**config.mk**
```make
export PLATFORM = sky130hd
export DESIGN_NAME = hpb_host_port
export DESIGN_NICKNAME = d
export VERILOG_FILES = /design/src/design/hpb_pkg.sv /design/src/design/hpb_host_port.sv
export VERILOG_INCLUDE_DIRS = /design/src /design/src/design
export SDC_FILE = /design/constraint.sdc
export NUM_CORES = 1
export LEC_CHECK = 0
export BUFFER_PORTS_ARGS = -buffer_cell sky130_fd_sc_hd__buf_2
export CAP_MARGIN = 20
export CORE_ASPECT_RATIO = 1.25
export CORE_MARGIN = 3
export CORE_UTILIZATION = 47
export CTS_CLUSTER_SIZE = 16
export DETAILED_ROUTE_END_ITERATION = 10
export GPL_TIMING_DRIVEN = 0
export PLACE_DENSITY = 0.85
export SYNTH_ARGS = -nofsm -noshare
export SYNTH_HDL_FRONTEND = slang
export SYNTH_SLANG_ARGS = --single-unit
```
**constraint.sdc**
```tcl
create_clock -name sys_clk -period 5.8 [get_ports sys_clk]
set_clock_uncertainty 0.2 [all_clocks]
set_input_delay 0.87 -clock sys_clk [delete_from_list [all_inputs] [get_ports sys_clk]]
set_output_delay 0.87 -clock sys_clk [all_outputs]
set_load 0.02 [all_outputs]
```
**src/design/hpb_defs.svh**
```systemverilog
// constants for the host parallel bus access block
// How it works
// host waits 135 ns after fifo reads before reading fifo info registers
// host leaves 180 ns between two drop counter reads
// host waits 45 ns after fabric data read before fabric command read
// host waits 45 ns between virtual phy expansion register reads
// waits may be met by dummy test register reads or elapsed time
// device serves register and fifo reads, 32-bit data, dword address decode
// read cycle starts with select and read strobe low, ends when either rises
// host keeps select or read strobe high for recovery between reads
// burst read gives fresh word on each address bit 2 toggle, up to 8
// host bursts only on the receive data fifo
// host keeps select or read strobe high for recovery between bursts
// fifo direct select high: only address bit 2 decoded, reads rx data fifo
// fifo direct burst: unlimited reads, new word per address bit 2 toggle
// host drives fifo select and endian select with address timing
// write cycle starts with select and write strobe low, ends when either rises
// host keeps select or write strobe high for recovery between writes
// side-effect reads update dependent status only after a delay
// strobes synchronised, one internal access per detected cycle start
`ifndef HPB_DEFS_SVH
`define HPB_DEFS_SVH
`define HPB_ADDR_W        8
`define HPB_DATA_W        32
`define HPB_CLK_PERIOD_NS 10
`define HPB_BURST_MAX     4'h8
// dword index of the receive data fifo port in the normal map
`define HPB_RX_DATA_IDX   8'h00
// side-effect status settles this long after a fifo pop
`define HPB_SETTLE_NS     135
`define HPB_SETTLE_CYC    ((`HPB_SETTLE_NS + `HPB_CLK_PERIOD_NS - 1) / `HPB_CLK_PERIOD_NS)
`endif

```
**src/design/hpb_pkg.sv**
```systemverilog
// types for the host parallel bus access block
package hpb_pkg;
	typedef enum logic [1:0] {
		HPB_IDLE  = 2'b00,
		HPB_READ  = 2'b01,
		HPB_WRITE = 2'b10
	} hpb_state_t;
endpackage : hpb_pkg

```
**src/design/hpb_host_port.sv**
```systemverilog
// host programmed i/o port: strobe synchroniser, access generation, read data path
`include "hpb_defs.svh"
module hpb_host_port (
	input  wire logic                    sys_clk,
	input  wire logic                    reset,
	input  wire logic                    host_select_n,
	input  wire logic                    host_read_strobe_n,
	input  wire logic                    host_write_strobe_n,
	input  wire logic                    fifo_sel,
	input  wire logic                    end_sel,
	input  wire logic [`HPB_ADDR_W-1:0]  host_addr,
	input  wire logic [`HPB_DATA_W-1:0]  host_wdata,
	output logic      [`HPB_DATA_W-1:0]  host_rdata,
	output logic                         host_rdata_oe,
	output logic                         reg_rd,
	output logic                         reg_wr,
	output logic      [`HPB_ADDR_W-1:0]  reg_addr,
	output logic      [`HPB_DATA_W-1:0]  reg_wdata,
	input  wire logic [`HPB_DATA_W-1:0]  reg_rdata,
	output logic                         rx_fifo_pop,
	input  wire logic [`HPB_DATA_W-1:0]  rx_fifo_data,
	output logic                         status_settling,
	output hpb_pkg::hpb_state_t          state
);
	import hpb_pkg::*;

	// ----------------------------------------
	// input synchronisers
	// ----------------------------------------
	// all pins pass two flops; address and data are stable while strobes are low, so
	// they are sampled in the second stage in step with the strobes
	logic [2:0]             strb_s1_r;
	logic [2:0]             strb_s2_r;
	logic [1:0]             sel_s1_r;
	logic [1:0]             sel_s2_r;
	logic [`HPB_ADDR_W-1:0] addr_s1_r;
	logic [`HPB_ADDR_W-1:0] addr_s2_r;
	logic [`HPB_DATA_W-1:0] wd_s1_r;
	logic [`HPB_DATA_W-1:0] wd_s2_r;

	// strobes idle high so reset cannot fake a cycle start
	always_ff @(posedge sys_clk or posedge reset) begin
		if (reset) begin
			strb_s1_r <= 3'h7;
			strb_s2_r <= 3'h7;
		end else begin
			strb_s1_r <= {host_select_n, host_read_strobe_n, host_write_strobe_n};
			strb_s2_r <= strb_s1_r;
		end
	end

	always_ff @(posedge sys_clk or posedge reset) begin
		if (reset) begin
			sel_s1_r <= 2'h0;
			sel_s2_r <= 2'h0;
		end else begin
			sel_s1_r <= {fifo_sel, end_sel};
			sel_s2_r <= sel_s1_r;
		end
	end

	// ----------------------------------------
	// address and data capture
	// ----------------------------------------
	always_ff @(posedge sys_clk or posedge reset) begin
		if (reset) begin
			addr_s1_r <= '0;
			addr_s2_r <= '0;
		end else begin
			addr_s1_r <= host_addr;
			addr_s2_r <= addr_s1_r;
		end
	end

	always_ff @(posedge sys_clk or posedge reset) begin
		if (reset) begin
			wd_s1_r <= '0;
			wd_s2_r <= '0;
		end else begin
			wd_s1_r <= host_wdata;
			wd_s2_r <= wd_s1_r;
		end
	end

	// ----------------------------------------
	// cycle detection
	// ----------------------------------------
	// a cycle lives while select and its strobe are both low, in either order
	function automatic logic cycle_live(input logic sel_n, input logic strb_n);
		cycle_live = ~sel_n & ~strb_n;
	endfunction : cycle_live

	logic rd_act;
	logic wr_act;
	logic a2_s;
	assign rd_act = cycle_live(strb_s2_r[2], strb_s2_r[1]);
	assign wr_act = cycle_live(strb_s2_r[2], strb_s2_r[0]);
	assign a2_s   = addr_s2_r[0];

	function automatic logic [`HPB_DATA_W-1:0] swap_end(input logic [`HPB_DATA_W-1:0] d,
		input logic be);
		swap_end = be ? {d[7:0], d[15:8], d[23:16], d[31:24]} : d;
	endfunction : swap_end

	// host_addr carries A[9:2]; bit 0 of it is address bit 2
	logic is_rx_fifo;
	// a burst toggles address bit 2, so the fifo port answers in both dword slots
	assign is_rx_fifo = sel_s2_r[1] |
		((addr_s2_r | 8'h01) == (`HPB_RX_DATA_IDX | 8'h01));

	// ----------------------------------------
	// cycle state
	// ----------------------------------------
	logic       a2_last_r;
	logic [3:0] burst_cnt_r;
	logic       direct_r;

	always_ff @(posedge sys_clk or posedge reset) begin
		if (reset) begin
			state       <= HPB_IDLE;
			a2_last_r   <= 1'b0;
			burst_cnt_r <= 4'h0;
			direct_r    <= 1'b0;
		end else begin
			case (state)
				HPB_IDLE: begin
					if (rd_act) begin
						state       <= HPB_READ;
						a2_last_r   <= a2_s;
						burst_cnt_r <= 4'h1;
						direct_r    <= sel_s2_r[1];
					end else if (wr_act) begin
						state <= HPB_WRITE;
					end
				end
				HPB_READ: begin
					if (!rd_act) begin
						state <= HPB_IDLE;
					end else if (a2_s != a2_last_r) begin
						a2_last_r <= a2_s;
						// saturate: a long register burst must not wrap back under the limit
						if (burst_cnt_r != 4'hF) begin
							burst_cnt_r <= burst_cnt_r + 4'h1;
						end
					end
				end
				HPB_WRITE: begin
					if (!wr_act) begin
						state <= HPB_IDLE;
					end
				end
				default: state <= HPB_IDLE;
			endcase
		end
	end

	// ----------------------------------------
	// access strobes and read data
	// ----------------------------------------
	logic rd_start;
	logic burst_step;
	logic burst_ok;
	assign rd_start   = (state == HPB_IDLE) & rd_act;
	// register bursts stop at the documented length; direct fifo bursts do not
	assign burst_ok   = direct_r | (burst_cnt_r < `HPB_BURST_MAX);
	assign burst_step = (state == HPB_READ) & rd_act & (a2_s != a2_last_r) & burst_ok;

	logic do_rd;
	assign do_rd = rd_start | burst_step;

	always_ff @(posedge sys_clk or posedge reset) begin
		if (reset) begin
			reg_rd      <= 1'b0;
			reg_wr      <= 1'b0;
			rx_fifo_pop <= 1'b0;
		end else begin
			reg_rd      <= do_rd & ~is_rx_fifo;
			rx_fifo_pop <= do_rd & is_rx_fifo;
			// write taken at the end of the cycle, when data has long settled
			reg_wr      <= (state == HPB_WRITE) & ~wr_act;
		end
	end

	always_ff @(posedge sys_clk or posedge reset) begin
		if (reset) begin
			reg_addr <= '0;
		end else begin
			reg_addr <= sel_s2_r[1] ? `HPB_RX_DATA_IDX : addr_s2_r;
		end
	end

	always_ff @(posedge sys_clk or posedge reset) begin
		if (reset) begin
			reg_wdata <= '0;
		end else if (state == HPB_WRITE) begin
			reg_wdata <= swap_end(wd_s2_r, sel_s2_r[0]);
		end
	end

	always_ff @(posedge sys_clk or posedge reset) begin
		if (reset) begin
			host_rdata    <= '0;
			host_rdata_oe <= 1'b0;
		end else begin
			host_rdata_oe <= rd_act;
			if (rx_fifo_pop) begin
				host_rdata <= swap_end(rx_fifo_data, sel_s2_r[0]);
			end else if (reg_rd) begin
				host_rdata <= swap_end(reg_rdata, sel_s2_r[0]);
			end
		end
	end

	// ----------------------------------------
	// side-effect settling window
	// ----------------------------------------
	// a fifo pop updates dependent counts late; this flags the window in which
	// those counts may still read stale
	logic [7:0] settle_r;
	always_ff @(posedge sys_clk or posedge reset) begin
		if (reset) begin
			settle_r        <= 8'h00;
			status_settling <= 1'b0;
		end else begin
			if (rx_fifo_pop) begin
				settle_r <= 8'(`HPB_SETTLE_CYC);
			end else if (settle_r != 8'h00) begin
				settle_r <= settle_r - 8'h01;
			end
			status_settling <= rx_fifo_pop | (settle_r > 8'h01);
		end
	end
endmodule : hpb_host_port

```
# After elaboration in Yosys (flattened, before gate mapping)
# Index checks and enable logic that the tools add are counted.
# word_totals
regBits	183
in_bits	111
output_inout_bits	79
elab_cells	86
# classes
addsub	2
n_lt_le_gt_ge	2
eq_ne	11
n_mux	22
bitwise_logic	18
n_reduce_logical	10
# ops
operator	count
two-way mux 32 bit	5
two-way mux 8 bit	3
two-way mux 4 bit	4
inequality test 2 bit, second input constant	6
bitwise AND 1 bit	9
> comparator 8 x 1 -> 1 bit, second input constant	1
two-way mux 2 bit	4
one-hot mux 4 bit (2 select lines)	1
nonzero test 8 bit	1
subtractor 8 x 1 -> 8 bit, second input constant	1
zero test 7 bit	1
one-hot mux 2 bit (3 select lines)	1
nonzero test 2 bit	3
inverter 1 bit	5
AND reduction 5 bit	1
adder 4 x 1 -> 4 bit, second input constant	1
< comparator 4 bit, second input constant	1
inequality test 4 bit, second input constant	1
bitwise OR 1 bit	4
AND reduction 4 bit	1
two-way mux 1 bit	3
inequality test 3 bit, second input constant	1
AND reduction 3 bit	1
== test 2 x 1 -> 1 bit, second input constant	1
5 further kinds	5

# Longest topological paths before layout
# logic_depth
word_depth	7
mapped_depth	6
depth_no_buf	5

# Worst setup path before layout
# Ideal clock, no wire load.
# synth_timing
kind	register -> register
start	register settle_r[0]
end	register settle_r[6]
setup_ps	77
arrival_ps	1634
required_time_ps	5523
setup_slack_ps	3889
stages_incl_launch_ff	6
n_path_buf	0
period_less_slack_ps	1911
path_cell_list	dfrtp_1 inv_1 ha_1 or3b_2 a2111o_1 a21oi_1
# synth_between
elab_chain_len	3
elab_cells_between_ends	5
# synth_lines
item	line	source
from (decl)	hpb_host_port.sv:219	logic [7:0] settle_r;
from (signal assigned)	hpb_host_port.sv:226	settle_r <= 8'(`HPB_SETTLE_CYC);
from (signal assigned)	hpb_host_port.sv:228	settle_r <= settle_r - 8'h01;
subtractor 8 x 1 -> 8 bit	hpb_host_port.sv:228	
two-way mux 8 bit	hpb_host_port.sv:227	end else if (settle_r != 8'h00) begin
two-way mux 8 bit	hpb_host_port.sv:225	if (rx_fifo_pop) begin
# Parallel ways exist; a longest one is shown, timed or not. The select of a mux whose other input is x is not followed.
# A chain may end at the register's enable or synchronous reset.

# Worst setup path after layout
# layout_timing
start	register state[0]
end	output state[0]
# layout_lines
item	line	source
from (decl)	hpb_host_port.sv:23	output hpb_pkg::hpb_state_t state
from (signal assigned)	hpb_host_port.sv:120	state <= HPB_IDLE;
from (signal assigned)	hpb_host_port.sv:128	state <= HPB_READ;
from (signal assigned)	hpb_host_port.sv:133	state <= HPB_WRITE;
# No word-level cell between the ends.

==> run metrics <==
post-synth top area share=0.613; DR vias/cell=approximately 5; I/O Pins=190; Synth Area in Adders=0.00693; Iter 0 DRT Violations=285; Final Hold Vio Count=0; H-tree depth=4; fin nets=924; CP arrival=1.04 ns; largest family of logic cells by synthesized area=multiplexers; Post-Synth XOR/XNOR Area=0.00121; reg2reg end=settle_r[6]; post-cts repair resize count=0; ANT cells=0; Port Buffers=approximately 190; total wire length=roughly 17 mm; Reg2Reg Setup Slack=3.73 ns; Core Region=roughly 15000 µm²; Hold Path Class=register to register; Die H=roughly 140 µm; Reg2Reg Launch Point=settle_r[1]; Critical path buffers and inverters=1; post-synth net total=just over 700; FF/Latch Area=about 4600 µm²; largest net degree at the start of global routing=43; Hold Crit Start=wd_s1_r[25]; Final TNS setup=0 ns; Crit Path Max Fanout=7; gr usage total=0.200; Rel. slew slack=0.561; Peak VDD IR=around 0.27 mV; Post-CTS Hold Buffers=0; Worst-Margin Slew=0.657 ns; layout cells sized above 1=0.307; ratio of final minimum period to clock period=0.364; clock buffer count from CTS=17; Clock Pin Slew Worst Setup and Hold Paths=around 0.070 ns; CP Class=register to output pin; routability cong.=0.848; Hold Slack=around 0.15 ns; Sinks on Clock Net=approximately 180; synth top area cells=dfrtp_1, mux2i_1, nand2_1; num rows=50; grt total ovfl=0; CTS Buffer Depth=2; Die Wd=approximately 120 µm; Cell Pwr Density=between 300 and 400 nW/µm²; drt pass-1 iters=6; CP delay by family, top=flip-flops; post-synth cell types=40; RSZ-0062 raised after global routing=false; worst-skew pair later-pin latency=0.42 ns; fin. max-slew vios=0; Worst Hold End=wd_s2_r[25]; worst endpoint required time=roughly 4.7 ns; synthesized area per cell=12.1 µm²; first-pass GRT wire length=around 26 mm; Multi-input gate area=about 2400 µm²; CP Launch Type=register; Synth area leader=dfrtp_1; Initial Util=0.481; total number of vias=just over 5000; commonest non-fill, non-tap cell in the layout=buf_2; simple-gate area share of the yosys netlist=0.0937; YS warnings=0; remaining antenna violation count=0; Post-CTS Setup Bufs=0; CP startpoint=state[0]; CTS tree=done; Setup violations, final=0; cell area after synthesis=roughly 7200 µm²; vias in the first global route=5272; Slowest Stage Delay on Critical Path=around 0.42 ns; number of fillers in the final layout=around 1200; initial antenna violation count=0; number of synthesized register bits=around 180; outcome=complete, no violations; post-route minimum period=2.11 ns; per-cell routed wire length=about 17 µm; Seq/Total Area, Yosys=0.635; Area Overhead vs Synth=25.8%; clk root buf=clkbuf_16; DR DRC count=0; CP max-delay cell=dfrtp_1; Post-DP HPWL=around 12 mm; Syn Inst Count=between 500 and 600; Reg2Reg Depth=5; complex-gate fraction of the synthesized area=0.0930; f_max=about 470 MHz; die area=approximately 17000 µm²; most frequent cells in the layout=buf_2, dfrtp_1, mux2i_1, nand2_1, nor2_1; CP Cell Sequence=buf_2; Hold Crit Depth=0; leakage=approximately 4.5 nW; Crit. End Element=output pin; Max-Cap Viols=0; mux cell area share after synthesis=0.143
## stage by stage
step	power (W)	cells	worst slack (ns)	utilization	instance area, µm²
after CTS	0.00345	1004	3.65	0.605	9090
after floorplan	0.00203	597	2.38	-	7230
after global routing	0.00359	1004	3.56	0.605	9090
after detailed placement	0.00230	972	3.63	0.565	8480
final	0.00341	1004	3.69	0.605	9090
after global placement	0.00226	968	1.43	0.560	8400
## power breakdown
group	internal [W]	switching (W)	leakage, nW
logic	0.000284	0.000430	2.04
registers	0.00145	0.000116	2.16
clock network	0.000584	0.000550	0.295
total	0.00231	0.00110	4.49
## cells in the mapped netlist
cell,count
or4_4,1
buf_4,1
nand4_1,1
dfstp_2,6
nand2_1,71
inv_1,8
clkbuf_1,20
nor3b_1,1
nor4_4,1
o21ai_0,36
a21boi_0,1
and3_1,1
mux2i_1,101
buf_2,10
or3_1,3
o21a_1,32
buf_6,1
nor3_1,3
nor4_1,2
mux2_2,2
nor2b_1,11
nand3b_1,1
a31o_2,1
nand3_1,6
a311oi_1,1
or4_1,2
ha_1,4
dfrtp_1,177
xor2_1,1
a211oi_1,1
nand2b_1,2
nor2_1,41
clkbuf_8,1
a211o_1,2
a21oi_1,38
or3b_2,1
or2_2,1
buf_1,2
a2111o_1,1
nor4b_1,1
## logic make-up after synthesis
group | after synthesis
mux | 103
flops | 183
fa+ha+maj | 4
buf+inv | 43
simple gates | 150
xor+xnor | 1
compound gates | 113
## sequential cells by signal, summed over array words and instances, names as in the netlist, 2 cells and up
signal	flops
host_rdata	32
reg_wdata	32
wd_s1_r	32
wd_s2_r	32
addr_s1_r	8
addr_s2_r	8
reg_addr	8
settle_r	8
burst_cnt_r	4
strb_s1_r	3
strb_s2_r	3
sel_s1_r	2
sel_s2_r	2
state	2
## cell type report
cell class | instances | share of cell area
buffer | 35 | 0.0182
clock buffer | 17 | 0.0468
clock inverter | 15 | 0.0198
inverter | 8 | 0.00372
multi-input combinational | 371 | 0.269
sequential | 183 | 0.505
tap | 182 | 0.0251
timing repair buffer | 193 | 0.113
## per-layer routing
layer,vias up,GRT usage,share of wire
li1,2464,-,-
met1,2502,0.238,0.40
met2,181,0.352,0.52
met3,23,0.0553,0.057
met4,0,0.0634,0.018
met5,-,0,0
## worst max path at each step
stage	endpoint	slack, ns	depth (start not counted)
floorplan	a2_last_r	2.38	1
global placement	host_rdata[18]	1.43	2
detailed placement	strb_s2_r[1]	3.63	4
CTS	state[0]	3.65	1
global route	reg_wdata[2]	3.56	5
finish	state[0]	3.69	1
No activity file was read; power rests on OpenSTA's default activity.
